**config.mk**
```make
export PLATFORM = sky130hd
export DESIGN_NAME = awh_top
export DESIGN_NICKNAME = d
export VERILOG_FILES = /design/src/awh_pkg.sv /design/src/awh_top.sv
export SDC_FILE = /design/constraint.sdc
export NUM_CORES = 1
export LEC_CHECK = 0
export ABC_AREA = 1
export BUFFER_PORTS_ARGS = -buffer_cell sky130_fd_sc_hd__buf_4
export CORE_MARGIN = 2
export CORE_UTILIZATION = 40
export CTS_CLUSTER_SIZE = 8
export DETAILED_ROUTE_END_ITERATION = 6
export HOLD_SLACK_MARGIN = 0.12
export PLACE_DENSITY = 0.65
export SLEW_MARGIN = 20
export SYNTH_ARGS = -nofsm -noshare
export SYNTH_HDL_FRONTEND = slang
export SYNTH_SLANG_ARGS = --single-unit
```
**constraint.sdc**
```tcl
create_clock -name CLK_IN -period 1.5 [get_ports CLK_IN]
set_input_delay 0 -clock CLK_IN [delete_from_list [all_inputs] [get_ports CLK_IN]]
set_output_delay 0 -clock CLK_IN [all_outputs]
set_load 0.01 [all_outputs]
```
**src/awh_pkg.sv**
```systemverilog
// constants, register map and types of the timed-halt wake unit
package awh_pkg;
    localparam int               ADDR_W          = 12;
    // register indices; byte address is four times the index
    localparam logic [7:0]       PRESC_IDX       = 8'h49;
    localparam logic [7:0]       CSR_IDX         = 8'h4a;
    localparam logic [7:0]       INT_STAT_IDX    = 8'h4b;
    localparam logic [7:0]       INT_CLR_IDX     = 8'h4c;
    localparam logic [7:0]       INT_EN_IDX      = 8'h4d;
    localparam logic [7:0]       PRIO_IDX        = 8'h4e;
    localparam logic [ADDR_W-1:0] PRESC_ADDR     = {2'b00, PRESC_IDX, 2'b00};
    localparam logic [ADDR_W-1:0] CSR_ADDR       = {2'b00, CSR_IDX, 2'b00};
    localparam logic [ADDR_W-1:0] INT_STAT_ADDR  = {2'b00, INT_STAT_IDX, 2'b00};
    localparam logic [ADDR_W-1:0] INT_CLR_ADDR   = {2'b00, INT_CLR_IDX, 2'b00};
    localparam logic [ADDR_W-1:0] INT_EN_ADDR    = {2'b00, INT_EN_IDX, 2'b00};
    localparam logic [ADDR_W-1:0] PRIO_ADDR      = {2'b00, PRIO_IDX, 2'b00};
    // control/status field positions
    localparam int               WAKE_EN_BIT     = 0;
    localparam int               MEAS_BIT        = 1;
    localparam int               FLAG_BIT        = 2;
    // interrupt status bit positions
    localparam int               EV_WAKE_BIT     = 0;
    localparam int               EV_EXIT_BIT     = 1;
    localparam int               EV_WDG_BIT      = 2;
    // values after reset
    localparam logic [7:0]       PRESC_RESET     = 8'hff;
    localparam logic [7:0]       CSR_RESET       = 8'h00;
    localparam logic [2:0]       INT_EN_RESET    = 3'h0;
    localparam logic [1:0]       PRIO_RESET      = 2'h2;
    // counts
    localparam logic [5:0]       FIX_DIV_LAST    = 6'h3f;
    localparam logic [3:0]       RC_START_EDGES  = 4'h8;
    localparam logic [6:0]       STAB_CYCLES     = 7'h40;
    // bus answers
    localparam logic [1:0]       RESP_OKAY       = 2'h0;
    localparam logic [1:0]       RESP_SLVERR     = 2'h2;

    typedef enum logic [2:0] {
        ST_RUN,
        ST_RC_START,
        ST_COUNT,
        ST_PLAIN_HALT,
        ST_STABILISE
    } awh_state_e;
endpackage

```
**src/awh_top.sv**
```systemverilog
// timed-halt wake unit with AXI4-Lite register slave
// Summary of operation
// - halt instruction with wake_enable set enters timed halt instead of plain halt
// - in timed halt the RC oscillator drives fixed divider then wake_prescaler
// - halt time is 64 x prescaler RC periods plus oscillator start-up time
// - on expiry set wake_flag, raise wake interrupt, restart main oscillator for 64 cycles
// - after stabilisation the CPU resumes by servicing the wake interrupt
// - reading wake_ctrl_status clears wake_flag and its pending interrupt request
// - software writes to the wake_flag bit are ignored
// - osc_measure_enable in run mode enables RC and routes it to lite timer capture
// - wake_enable changes only by software writes, kept across halt entry
// - prescaler divides by its value 01h to FFh, 00h forbidden, resets to FFh
// - writing 00h either forces immediate interrupt after halt or is ignored
// - timed halt ends on reset, exit-capable interrupt, or wake interrupt
// - entering halt forces the interrupt mask bit of condition_code_reg to 0
// - during halt main oscillator stops, only other-clocked peripherals run
// - watchdog_halt_option decides whether halt with watchdog on gives a reset
// - before servicing, push condition_code_reg and set its level bits to priority
module awh_top
    import awh_pkg::*;
#(
    parameter bit ZERO_PRESC_IGNORED = 1'b1
) (
    input  wire logic              CLK_IN,
    input  wire logic              RST_IN,
    input  wire logic [ADDR_W-1:0] AWADDR_IN,
    input  wire logic              AWVALID_IN,
    output logic                   AWREADY_OUT,
    input  wire logic [31:0]       WDATA_IN,
    input  wire logic [3:0]        WSTRB_IN,
    input  wire logic              WVALID_IN,
    output logic                   WREADY_OUT,
    output logic [1:0]             BRESP_OUT,
    output logic                   BVALID_OUT,
    input  wire logic              BREADY_IN,
    input  wire logic [ADDR_W-1:0] ARADDR_IN,
    input  wire logic              ARVALID_IN,
    output logic                   ARREADY_OUT,
    output logic [31:0]            RDATA_OUT,
    output logic [1:0]             RRESP_OUT,
    output logic                   RVALID_OUT,
    input  wire logic              RREADY_IN,
    input  wire logic              HALT_EXEC_IN,
    input  wire logic              EXIT_HALT_IRQ_IN,
    input  wire logic              WDG_ENABLED_IN,
    input  wire logic              WATCHDOG_HALT_OPTION_IN,
    input  wire logic              WAKE_RC_CLK_IN,
    output logic                   WAKE_RC_EN_OUT,
    output logic                   CAPTURE_OUT,
    output logic                   MAIN_OSC_ON_OUT,
    output logic                   CPU_CLK_EN_OUT,
    output logic                   CLR_IMASK_OUT,
    output logic                   WDG_RESET_OUT,
    output logic                   WAKE_IRQ_OUT,
    output logic                   WAKE_SERVICE_OUT,
    output logic                   CC_PUSH_OUT,
    output logic [1:0]             IRQ_LEVEL_OUT,
    output logic                   IRQ_OUT
);

    function automatic logic addr_mapped(input logic [ADDR_W-1:0] a);
        addr_mapped = (a == PRESC_ADDR) || (a == CSR_ADDR) || (a == INT_STAT_ADDR) ||
                      (a == INT_CLR_ADDR) || (a == INT_EN_ADDR) || (a == PRIO_ADDR);
    endfunction

    // bus group
    logic [ADDR_W-1:0] awaddr_reg,  awaddr_next;
    logic              aw_held_reg, aw_held_next;
    logic [7:0]        wdata_reg,   wdata_next;
    logic              wstrb0_reg,  wstrb0_next;
    logic              w_held_reg,  w_held_next;
    logic              awready_reg, awready_next;
    logic              wready_reg,  wready_next;
    logic              bvalid_reg,  bvalid_next;
    logic [1:0]        bresp_reg,   bresp_next;
    logic              arready_reg, arready_next;
    logic              rvalid_reg,  rvalid_next;
    logic [1:0]        rresp_reg,   rresp_next;
    logic [31:0]       rdata_reg,   rdata_next;
    logic              wr_fire;
    logic              ar_fire;
    logic [7:0]        read_value;

    // register and sequencer group
    logic [7:0]        presc_reg,     presc_next;
    logic              wake_en_reg,   wake_en_next;
    logic              meas_reg,      meas_next;
    logic              flag_reg,      flag_next;
    logic [2:0]        int_stat_reg,  int_stat_next;
    logic [2:0]        int_en_reg,    int_en_next;
    logic [1:0]        prio_reg,      prio_next;
    awh_state_e        state_reg,     state_next;
    logic [3:0]        start_cnt_reg, start_cnt_next;
    logic [5:0]        div_cnt_reg,   div_cnt_next;
    logic [7:0]        presc_cnt_reg, presc_cnt_next;
    logic [6:0]        stab_cnt_reg,  stab_cnt_next;
    logic              by_wake_reg,   by_wake_next;
    logic              rc_lvl_reg,    rc_lvl_next;
    logic              rc_en_reg,     rc_en_next;
    logic              capture_reg,   capture_next;
    logic              osc_on_reg,    osc_on_next;
    logic              cpu_en_reg,    cpu_en_next;
    logic              clr_imask_reg, clr_imask_next;
    logic              wdg_rst_reg,   wdg_rst_next;
    logic              wake_irq_reg,  wake_irq_next;
    logic              service_reg,   service_next;
    logic              cc_push_reg,   cc_push_next;
    logic [1:0]        irq_lvl_reg,   irq_lvl_next;
    logic              irq_reg,       irq_next;
    logic              rc_edge;
    logic              expire;
    logic              early_exit;
    logic              wdg_event;

    // wake rc arrives from another clock: three stages, only s2/s3 are compared
    logic rc_s1_reg;
    logic rc_s2_reg;
    logic rc_s3_reg;

    always_ff @(posedge CLK_IN) begin
        if (RST_IN) begin
            rc_s1_reg <= 1'b0;
            rc_s2_reg <= 1'b0;
            rc_s3_reg <= 1'b0;
        end else begin
            rc_s1_reg <= WAKE_RC_CLK_IN;
            rc_s2_reg <= rc_s1_reg;
            rc_s3_reg <= rc_s2_reg;
        end
    end

    assign wr_fire = aw_held_reg & w_held_reg & ~bvalid_reg;
    assign ar_fire = ARVALID_IN & arready_reg;

    always_comb begin
        case (ARADDR_IN)
            PRESC_ADDR:    read_value = presc_reg;
            CSR_ADDR:      read_value = {5'h00, flag_reg, meas_reg, wake_en_reg};
            INT_STAT_ADDR: read_value = {5'h00, int_stat_reg};
            INT_EN_ADDR:   read_value = {5'h00, int_en_reg};
            PRIO_ADDR:     read_value = {6'h00, prio_reg};
            default:       read_value = 8'h00;
        endcase
    end

    always_comb begin
        awaddr_next  = awaddr_reg;
        aw_held_next = aw_held_reg;
        wdata_next   = wdata_reg;
        wstrb0_next  = wstrb0_reg;
        w_held_next  = w_held_reg;
        bvalid_next  = bvalid_reg;
        bresp_next   = bresp_reg;
        rvalid_next  = rvalid_reg;
        rresp_next   = rresp_reg;
        rdata_next   = rdata_reg;
        if (AWVALID_IN && awready_reg) begin
            aw_held_next = 1'b1;
            awaddr_next  = AWADDR_IN;
        end
        if (WVALID_IN && wready_reg) begin
            w_held_next = 1'b1;
            wdata_next  = WDATA_IN[7:0];
            wstrb0_next = WSTRB_IN[0];
        end
        if (bvalid_reg && BREADY_IN) begin
            bvalid_next = 1'b0;
        end
        if (wr_fire) begin
            bvalid_next  = 1'b1;
            bresp_next   = addr_mapped(awaddr_reg) ? RESP_OKAY : RESP_SLVERR;
            aw_held_next = 1'b0;
            w_held_next  = 1'b0;
        end
        if (rvalid_reg && RREADY_IN) begin
            rvalid_next = 1'b0;
        end
        if (ar_fire) begin
            rvalid_next = 1'b1;
            rdata_next  = {24'h000000, read_value};
            rresp_next  = addr_mapped(ARADDR_IN) ? RESP_OKAY : RESP_SLVERR;
        end
        // one outstanding transfer per direction keeps the slave free of queues
        awready_next = ~aw_held_next;
        wready_next  = ~w_held_next;
        arready_next = ~rvalid_next;
    end

    always_ff @(posedge CLK_IN) begin
        if (RST_IN) begin
            awaddr_reg  <= '0;
            aw_held_reg <= 1'b0;
            wdata_reg   <= 8'h00;
            wstrb0_reg  <= 1'b0;
            w_held_reg  <= 1'b0;
            awready_reg <= 1'b0;
            wready_reg  <= 1'b0;
            bvalid_reg  <= 1'b0;
            bresp_reg   <= RESP_OKAY;
            arready_reg <= 1'b0;
            rvalid_reg  <= 1'b0;
            rresp_reg   <= RESP_OKAY;
            rdata_reg   <= 32'h00000000;
        end else begin
            awaddr_reg  <= awaddr_next;
            aw_held_reg <= aw_held_next;
            wdata_reg   <= wdata_next;
            wstrb0_reg  <= wstrb0_next;
            w_held_reg  <= w_held_next;
            awready_reg <= awready_next;
            wready_reg  <= wready_next;
            bvalid_reg  <= bvalid_next;
            bresp_reg   <= bresp_next;
            arready_reg <= arready_next;
            rvalid_reg  <= rvalid_next;
            rresp_reg   <= rresp_next;
            rdata_reg   <= rdata_next;
        end
    end

    always_comb begin
        presc_next     = presc_reg;
        wake_en_next   = wake_en_reg;
        meas_next      = meas_reg;
        flag_next      = flag_reg;
        int_stat_next  = int_stat_reg;
        int_en_next    = int_en_reg;
        prio_next      = prio_reg;
        state_next     = state_reg;
        start_cnt_next = start_cnt_reg;
        div_cnt_next   = div_cnt_reg;
        presc_cnt_next = presc_cnt_reg;
        stab_cnt_next  = stab_cnt_reg;
        by_wake_next   = by_wake_reg;
        clr_imask_next = 1'b0;
        wdg_rst_next   = 1'b0;
        service_next   = 1'b0;
        cc_push_next   = 1'b0;
        irq_lvl_next   = irq_lvl_reg;
        expire         = 1'b0;
        early_exit     = 1'b0;
        wdg_event      = 1'b0;
        rc_lvl_next    = (rc_s2_reg == rc_s3_reg) ? rc_s3_reg : rc_lvl_reg;
        rc_edge        = rc_lvl_next & ~rc_lvl_reg;

        if (wr_fire && wstrb0_reg) begin
            case (awaddr_reg)
                PRESC_ADDR: begin
                    if (wdata_reg != 8'h00 || !ZERO_PRESC_IGNORED) begin
                        presc_next = wdata_reg;
                    end
                end
                CSR_ADDR: begin
                    wake_en_next = wdata_reg[WAKE_EN_BIT];
                    meas_next    = wdata_reg[MEAS_BIT];
                end
                INT_CLR_ADDR: int_stat_next = int_stat_reg & ~wdata_reg[2:0];
                INT_EN_ADDR:  int_en_next   = wdata_reg[2:0];
                PRIO_ADDR:    prio_next     = wdata_reg[1:0];
                default: begin
                end
            endcase
        end
        if (ar_fire && ARADDR_IN == CSR_ADDR) begin
            flag_next = 1'b0;
        end

        case (state_reg)
            ST_RUN: begin
                if (HALT_EXEC_IN) begin
                    if (WDG_ENABLED_IN && WATCHDOG_HALT_OPTION_IN) begin
                        wdg_rst_next = 1'b1;
                        wdg_event    = 1'b1;
                    end else begin
                        clr_imask_next = 1'b1;
                        by_wake_next   = 1'b0;
                        start_cnt_next = 4'h0;
                        div_cnt_next   = 6'h00;
                        presc_cnt_next = 8'h00;
                        if (!wake_en_reg) begin
                            state_next = ST_PLAIN_HALT;
                        end else if (presc_reg == 8'h00) begin
                            // forbidden value kept: wake at once after halt
                            expire     = 1'b1;
                            state_next = ST_STABILISE;
                        end else begin
                            state_next = ST_RC_START;
                        end
                    end
                end
            end
            ST_RC_START: begin
                if (EXIT_HALT_IRQ_IN) begin
                    early_exit = 1'b1;
                    state_next = ST_STABILISE;
                end else if (rc_edge) begin
                    start_cnt_next = 4'(start_cnt_reg + 4'h1);
                    if (start_cnt_next == RC_START_EDGES) begin
                        state_next = ST_COUNT;
                    end
                end
            end
            ST_COUNT: begin
                if (EXIT_HALT_IRQ_IN) begin
                    early_exit = 1'b1;
                    state_next = ST_STABILISE;
                end else if (rc_edge) begin
                    div_cnt_next = 6'(div_cnt_reg + 6'h01);
                    if (div_cnt_reg == FIX_DIV_LAST) begin
                        presc_cnt_next = 8'(presc_cnt_reg + 8'h01);
                        if (presc_cnt_next == presc_reg) begin
                            expire     = 1'b1;
                            state_next = ST_STABILISE;
                        end
                    end
                end
            end
            ST_PLAIN_HALT: begin
                if (EXIT_HALT_IRQ_IN) begin
                    early_exit = 1'b1;
                    state_next = ST_STABILISE;
                end
            end
            ST_STABILISE: begin
                stab_cnt_next = 7'(stab_cnt_reg + 7'h01);
                if (stab_cnt_next == STAB_CYCLES) begin
                    state_next = ST_RUN;
                    if (by_wake_reg) begin
                        service_next = 1'b1;
                        cc_push_next = 1'b1;
                        irq_lvl_next = prio_reg;
                    end
                end
            end
            default: state_next = ST_RUN;
        endcase

        if (state_next == ST_STABILISE && state_reg != ST_STABILISE) begin
            stab_cnt_next = 7'h00;
        end
        if (expire) begin
            flag_next    = 1'b1;
            by_wake_next = 1'b1;
        end
        // hardware events win over a clear in the same cycle
        if (expire) begin
            int_stat_next[EV_WAKE_BIT] = 1'b1;
        end
        if (early_exit) begin
            int_stat_next[EV_EXIT_BIT] = 1'b1;
        end
        if (wdg_event) begin
            int_stat_next[EV_WDG_BIT] = 1'b1;
        end

        wake_irq_next = flag_next;
        irq_next      = |(int_stat_next & int_en_next);
        // main clock only while running or settling after any halt exit
        osc_on_next   = (state_next == ST_RUN) || (state_next == ST_STABILISE);
        cpu_en_next   = (state_next == ST_RUN);
        rc_en_next    = (meas_next && state_next == ST_RUN) ||
                        (state_next == ST_RC_START) || (state_next == ST_COUNT);
        capture_next  = meas_next && state_next == ST_RUN && rc_lvl_next;
    end

    always_ff @(posedge CLK_IN) begin
        if (RST_IN) begin
            presc_reg     <= PRESC_RESET;
            wake_en_reg   <= CSR_RESET[WAKE_EN_BIT];
            meas_reg      <= CSR_RESET[MEAS_BIT];
            flag_reg      <= CSR_RESET[FLAG_BIT];
            int_stat_reg  <= 3'h0;
            int_en_reg    <= INT_EN_RESET;
            prio_reg      <= PRIO_RESET;
            state_reg     <= ST_RUN;
            start_cnt_reg <= 4'h0;
            div_cnt_reg   <= 6'h00;
            presc_cnt_reg <= 8'h00;
            stab_cnt_reg  <= 7'h00;
            by_wake_reg   <= 1'b0;
            rc_lvl_reg    <= 1'b0;
            rc_en_reg     <= 1'b0;
            capture_reg   <= 1'b0;
            osc_on_reg    <= 1'b1;
            cpu_en_reg    <= 1'b1;
            clr_imask_reg <= 1'b0;
            wdg_rst_reg   <= 1'b0;
            wake_irq_reg  <= 1'b0;
            service_reg   <= 1'b0;
            cc_push_reg   <= 1'b0;
            irq_lvl_reg   <= 2'h0;
            irq_reg       <= 1'b0;
        end else begin
            presc_reg     <= presc_next;
            wake_en_reg   <= wake_en_next;
            meas_reg      <= meas_next;
            flag_reg      <= flag_next;
            int_stat_reg  <= int_stat_next;
            int_en_reg    <= int_en_next;
            prio_reg      <= prio_next;
            state_reg     <= state_next;
            start_cnt_reg <= start_cnt_next;
            div_cnt_reg   <= div_cnt_next;
            presc_cnt_reg <= presc_cnt_next;
            stab_cnt_reg  <= stab_cnt_next;
            by_wake_reg   <= by_wake_next;
            rc_lvl_reg    <= rc_lvl_next;
            rc_en_reg     <= rc_en_next;
            capture_reg   <= capture_next;
            osc_on_reg    <= osc_on_next;
            cpu_en_reg    <= cpu_en_next;
            clr_imask_reg <= clr_imask_next;
            wdg_rst_reg   <= wdg_rst_next;
            wake_irq_reg  <= wake_irq_next;
            service_reg   <= service_next;
            cc_push_reg   <= cc_push_next;
            irq_lvl_reg   <= irq_lvl_next;
            irq_reg       <= irq_next;
        end
    end

    assign AWREADY_OUT      = awready_reg;
    assign WREADY_OUT       = wready_reg;
    assign BRESP_OUT        = bresp_reg;
    assign BVALID_OUT       = bvalid_reg;
    assign ARREADY_OUT      = arready_reg;
    assign RDATA_OUT        = rdata_reg;
    assign RRESP_OUT        = rresp_reg;
    assign RVALID_OUT       = rvalid_reg;
    assign WAKE_RC_EN_OUT   = rc_en_reg;
    assign CAPTURE_OUT      = capture_reg;
    assign MAIN_OSC_ON_OUT  = osc_on_reg;
    assign CPU_CLK_EN_OUT   = cpu_en_reg;
    assign CLR_IMASK_OUT    = clr_imask_reg;
    assign WDG_RESET_OUT    = wdg_rst_reg;
    assign WAKE_IRQ_OUT     = wake_irq_reg;
    assign WAKE_SERVICE_OUT = service_reg;
    assign CC_PUSH_OUT      = cc_push_reg;
    assign IRQ_LEVEL_OUT    = irq_lvl_reg;
    assign IRQ_OUT          = irq_reg;

endmodule

```
==> impl_results.html <==
<table>
<tr><th>Metric</th><th>Value</th></tr>
<tr><th colspan="2">Outcome</th></tr>
<tr><td>Status</td><td>finished with violations</td></tr>
<tr><td>Violated checks</td><td>setup timing</td></tr>
<tr><th colspan="2">Floorplanning</th></tr>
<tr><td>Width of the die</td><td>115 µm</td></tr>
<tr><td>Core outline area</td><td>12000 µm²</td></tr>
<tr><td>DIE HEIGHT</td><td>between 100 and 150 µm</td></tr>
<tr><td>Floorplan die area</td><td>13100 µm²</td></tr>
<tr><td>Total I/O pin count</td><td>125</td></tr>
<tr><td>Starting density of the core</td><td>41.0%</td></tr>
<tr><td>Count of standard-cell rows</td><td>40</td></tr>
<tr><th colspan="2">Setup path</th></tr>
<tr><td>Slowest stage delay, CP</td><td>360 ps</td></tr>
<tr><td>Cell chain of the critical path</td><td>ha_4 -&gt; inv_2 -&gt; nand2_1 -&gt; nand2_1 -&gt; nand2_1 -&gt; nor2_2 -&gt; nand3_2 -&gt; nor2_4 -&gt; nand3_4 -&gt; nand2_4 -&gt; nand3_4 -&gt; nor2_1 -&gt; nor2_1</td></tr>
<tr><td>Cell seen most often among critical-path stages</td><td>sky130_fd_sc_hd__nand2_1</td></tr>
<tr><td>Critical path launch point type</td><td>flop</td></tr>
<tr><td>Worst-path cell with the longest stage delay</td><td>sky130_fd_sc_hd__dfxtp_4</td></tr>
<tr><td>Capturing element type of the critical path</td><td>flop</td></tr>
<tr><td>Kind of cell with the highest combined delay on the critical path</td><td>simple AND/OR/NAND/NOR gates</td></tr>
<tr><td>Critical path type</td><td>reg2reg</td></tr>
<tr><td>Crit path buffers/inverters</td><td>1</td></tr>
<tr><td>Required time at the endpoint of the critical path</td><td>about 1700 ps</td></tr>
<tr><td>Arr. time, crit path</td><td>around 2000 ps</td></tr>
<tr><td>CP max FO</td><td>4</td></tr>
<tr><th colspan="2">Logic synthesis</th></tr>
<tr><td>Share of synthesized cell area in full adder, half adder and majority cells</td><td>around 1.0%</td></tr>
<tr><td>Register area share after synthesis</td><td>40.9%</td></tr>
<tr><td>Number of enable flip-flop cells after synthesis</td><td>0</td></tr>
<tr><td>Fraction of the mapped netlist area in simple logic gates</td><td>about 30%</td></tr>
<tr><td>Portion of netlist area occupied by mux cells</td><td>0.204%</td></tr>
<tr><td>Synth Cell Area</td><td>4900 µm²</td></tr>
<tr><td>Count of synthesis-stage warnings from yosys</td><td>0</td></tr>
<tr><td>Fraction of synthesized cell area taken by the top area cell type</td><td>40.9%</td></tr>
<tr><td>Cell type contributing the most total cell area after synthesis</td><td>sky130_fd_sc_hd__dfxtp_1</td></tr>
<tr><td>Synth cell types</td><td>42</td></tr>
<tr><td>XOR/XNOR share of the synthesized area</td><td>less than 1%</td></tr>
<tr><td>Largest family of logic cells by synthesized area</td><td>simple AND/OR/NAND/NOR gates</td></tr>
<tr><td>Gate Count Post-Synth</td><td>697</td></tr>
<tr><td>Post-synth top flop</td><td>sky130_fd_sc_hd__dfxtp_1</td></tr>
<tr><td>Average instance area after synthesis</td><td>7.03 µm²</td></tr>
<tr><td>Top cells by area in the synthesized netlist</td><td>sky130_fd_sc_hd__dfxtp_1 41%, sky130_fd_sc_hd__nand2_1 9.4%, sky130_fd_sc_hd__inv_1 7.6%</td></tr>
<tr><td>Synthesized-area fraction occupied by ao, oa, aoi and oai cells</td><td>between 10% and 20%</td></tr>
<tr><td>Fraction of registers with async set/reset</td><td>0%</td></tr>
<tr><td>Count of state elements after synthesis</td><td>100</td></tr>
<tr><th colspan="2">GRT</th></tr>
<tr><td>Pin count of the biggest net entering global routing</td><td>40</td></tr>
<tr><td>Residual overflow from global routing</td><td>0</td></tr>
<tr><td>GRT Util Overall</td><td>21.8%</td></tr>
<tr><td>Number of global-route vias before repair</td><td>4896</td></tr>
<tr><td>Antenna violations before repair</td><td>0</td></tr>
<tr><td>Wire length of the first global-routing pass</td><td>22700 µm</td></tr>
<tr><th colspan="2">Drt</th></tr>
<tr><td>Pre-antenna DRT Iters</td><td>5</td></tr>
<tr><td>Average via count per standard cell</td><td>around 5.0</td></tr>
<tr><td>First-iteration detailed-routing DRC count</td><td>between 300 and 400</td></tr>
<tr><td>Routed WL per cell</td><td>13.8 µm</td></tr>
<tr><td>Final wirelength</td><td>14500 µm</td></tr>
<tr><td>DRC viols</td><td>0</td></tr>
<tr><td>Antenna Nets Post-Route</td><td>0</td></tr>
<tr><td>Total vias in the final route</td><td>5191</td></tr>
<tr><th colspan="2">Final layout</th></tr>
<tr><td>Number of nets in the final layout</td><td>970</td></tr>
<tr><td>Post-layout util</td><td>61.4%</td></tr>
<tr><td>Max FFs per register</td><td>12</td></tr>
<tr><td>Fraction of final layout cells with drive strength greater than 1</td><td>36.1%</td></tr>
<tr><td>Growth of design area from synthesis to finish</td><td>50.0%</td></tr>
<tr><td>Number of antenna cells inserted</td><td>0</td></tr>
<tr><td>Filler Cell Count</td><td>around 1000</td></tr>
<tr><td>Final instance count without filler cells</td><td>approximately 1000</td></tr>
<tr><th colspan="2">Place</th></tr>
<tr><td>Number of I/O port buffers</td><td>71</td></tr>
<tr><td>Placement Setup Slack</td><td>-343 ps</td></tr>
<tr><td>Number of placed instances with taps included</td><td>982</td></tr>
<tr><td>Sum of net half-perimeters after detailed placement</td><td>around 10000 µm</td></tr>
<tr><td>Placer Congestion</td><td>approximately 0.89</td></tr>
<tr><th colspan="2">Timing</th></tr>
<tr><td>Fraction of the cycle the final worst path needs</td><td>117%</td></tr>
<tr><td>Setup repair after global routing missed its margin</td><td>true</td></tr>
<tr><td>Number of endpoints with negative hold slack in the final report</td><td>0</td></tr>
<tr><td>Post-layout worst setup margin</td><td>-252 ps</td></tr>
<tr><td>Period minus WS final</td><td>1750 ps</td></tr>
<tr><td>Max Clk Rate</td><td>0.571 GHz</td></tr>
<tr><td>Worst Skew</td><td>5.62 ps</td></tr>
<tr><td>Fin. max-slew vios</td><td>0</td></tr>
<tr><td>Final number of setup-violating endpoints</td><td>35</td></tr>
<tr><th colspan="2">CTS</th></tr>
<tr><td>Clk sink count</td><td>100</td></tr>
<tr><td>Clk buf depth</td><td>2</td></tr>
<tr><td>CTS tree</td><td>yes</td></tr>
<tr><td>Number of CTS-inserted buffers</td><td>9</td></tr>
<tr><td>Buffer type at the clock tree root</td><td>sky130_fd_sc_hd__clkbuf_16</td></tr>
<tr><td>Clock insertion delay at the later pin of the skew report</td><td>350 ps</td></tr>
<tr><td>Depth of the CTS H-tree</td><td>3</td></tr>
<tr><td>Post-CTS clock slew at the launch and capture registers of the worst setup and hold paths</td><td>70 ps</td></tr>
<tr><th colspan="2">Flow run</th></tr>
<tr><td>Max-cap viol count</td><td>0</td></tr>
<tr><th colspan="2">Pwr</th></tr>
<tr><td>Cell area power density</td><td>922 nW/µm²</td></tr>
<tr><td>Standby leakage power</td><td>3.43 nW</td></tr>
<tr><td>Total power</td><td>0.00678 W</td></tr>
<tr><td>IR drop worst, VDD</td><td>0.656 mV</td></tr>
<tr><th colspan="2">Worst hold path</th></tr>
<tr><td>Class of the worst hold path</td><td>in2reg</td></tr>
</table>
[power breakdown]
group	internal (W)	switching, W	leakage [nW]	total (W)
clock network	0.00133	0.00101	0.146	0.00234
registers	0.00282	0.000133	0.824	0.00295
logic	0.000701	0.000792	2.46	0.00149
total	0.00485	0.00193	3.43	0.00678
[placed cells by master (no fill, tap or decap), types with 6 or more instances in the layout]
cell type,synthesis,layout
sky130_fd_sc_hd__buf_4,28,161
sky130_fd_sc_hd__inv_1,99,84
sky130_fd_sc_hd__a21oi_1,40,38
sky130_fd_sc_hd__o211ai_1,10,10
sky130_fd_sc_hd__conb_1,1,26
sky130_fd_sc_hd__nand2_2,2,26
sky130_fd_sc_hd__nand3_1,54,45
sky130_fd_sc_hd__o21ai_0,54,42
sky130_fd_sc_hd__dfxtp_2,0,15
sky130_fd_sc_hd__nor2_1,85,62
sky130_fd_sc_hd__buf_6,0,13
sky130_fd_sc_hd__inv_2,1,15
sky130_fd_sc_hd__nand4_1,17,17
sky130_fd_sc_hd__nand2_1,123,91
sky130_fd_sc_hd__o21ai_2,0,6
sky130_fd_sc_hd__dfxtp_1,100,81
sky130_fd_sc_hd__dlygate4sd3_1,0,29
sky130_fd_sc_hd__o21ai_1,2,7
sky130_fd_sc_hd__nor2_4,3,15
sky130_fd_sc_hd__a211oi_1,7,7
sky130_fd_sc_hd__nor3_1,13,9
sky130_fd_sc_hd__clkbuf_16,0,9
sky130_fd_sc_hd__nand3_2,1,8
sky130_fd_sc_hd__nand2_4,2,10
sky130_fd_sc_hd__nor2_2,4,15
[metal layers]
layer  vias to the layer above  routed length, µm  GRT usage [%]
met1                      2370               6120           26.4
li1                       2621                  -              -
met5                         -                  0              0
met2                       164               7260           38.1
met3                        36                698           3.76
met4                         0                374           9.19
[final timing paths]
| path | start | end | slack (ps) | cells after the start |
|---|---|---|---|---|
| worst max-delay path | presc_cnt_reg[1] | WAKE_RC_EN_OUT | -250 | 13 |
| worst min-delay path | AWVALID_IN | awaddr_reg[1] | 130 | 4 |
| worst max register to register | presc_cnt_reg[1] | WAKE_RC_EN_OUT | -250 | 13 |
| worst min register to register | rc_s1_reg | rc_s2_reg | 410 | 2 |
[through the flow]
step / instance area, µm² / TNS [ps] / hold WS [ps]
final: 7350 / -4770 / 135
after global routing: 7350 / -8830 / 144
after CTS: 6990 / -2720 / 126
after detailed placement: 6090 / -7810 / 214
after global placement: 6090 / -5710 / 212
after floorplan: 5010 / -186 / 80.8
[synthesized netlist by cell type (5+ instances only)]
master and n:
sky130_fd_sc_hd__nand2_1 123, sky130_fd_sc_hd__dfxtp_1 100, sky130_fd_sc_hd__inv_1 99, sky130_fd_sc_hd__nor2_1 85, sky130_fd_sc_hd__nand3_1 54, sky130_fd_sc_hd__o21ai_0 54, sky130_fd_sc_hd__a21oi_1 40, sky130_fd_sc_hd__buf_4 28
sky130_fd_sc_hd__nand4_1 17, sky130_fd_sc_hd__nor3_1 13, sky130_fd_sc_hd__clkbuf_1 10, sky130_fd_sc_hd__o211ai_1 10, sky130_fd_sc_hd__a211oi_1 7, sky130_fd_sc_hd__a31oi_1 5
[repair_timing]
item,in CTS,in global routing
setup buffers,13,11
endpoints found under the hold margin,31,0
cloned,1,0
resized for setup,76,101
pin swaps,21,38
hold buffers,29,0
setup endpoints to repair,51,59
[worst reg2reg max path, stage by stage (launching register included)]
cell,delay (ps)
sky130_fd_sc_hd__dfxtp_4,360
sky130_fd_sc_hd__ha_4,250
sky130_fd_sc_hd__inv_2,40
sky130_fd_sc_hd__nand2_1,40
sky130_fd_sc_hd__nand2_1,50
sky130_fd_sc_hd__nand2_1,60
sky130_fd_sc_hd__nor2_2,110
sky130_fd_sc_hd__nand3_2,90
sky130_fd_sc_hd__nor2_4,140
sky130_fd_sc_hd__nand3_4,100
sky130_fd_sc_hd__nand2_4,100
sky130_fd_sc_hd__nand3_4,90
sky130_fd_sc_hd__nor2_1,140
sky130_fd_sc_hd__nor2_1,60
[final cells by class]
class	instances	area [µm²]	share of cell area [%]
multi-input cells	480	2820	38.3
flip-flops and latches	100	2040	27.7
repair buffers	203	1650	22.4
inverters	100	378	5.14
clock buffers	11	243	3.30
well taps	147	184	2.50
clock inverters	4	48.8	0.664
[kinds of logic after synthesis]
| logic type | count (synthesis) |
|---|---|
| buf+inv | 142 |
| mux | 1 |
| fa+ha+maj | 4 |
| other cells | 1 |
| flops | 100 |
| xor+xnor | 5 |
| compound gates | 128 |
| simple gates | 316 |
Note: power is estimated with default switching activity, not from simulation.
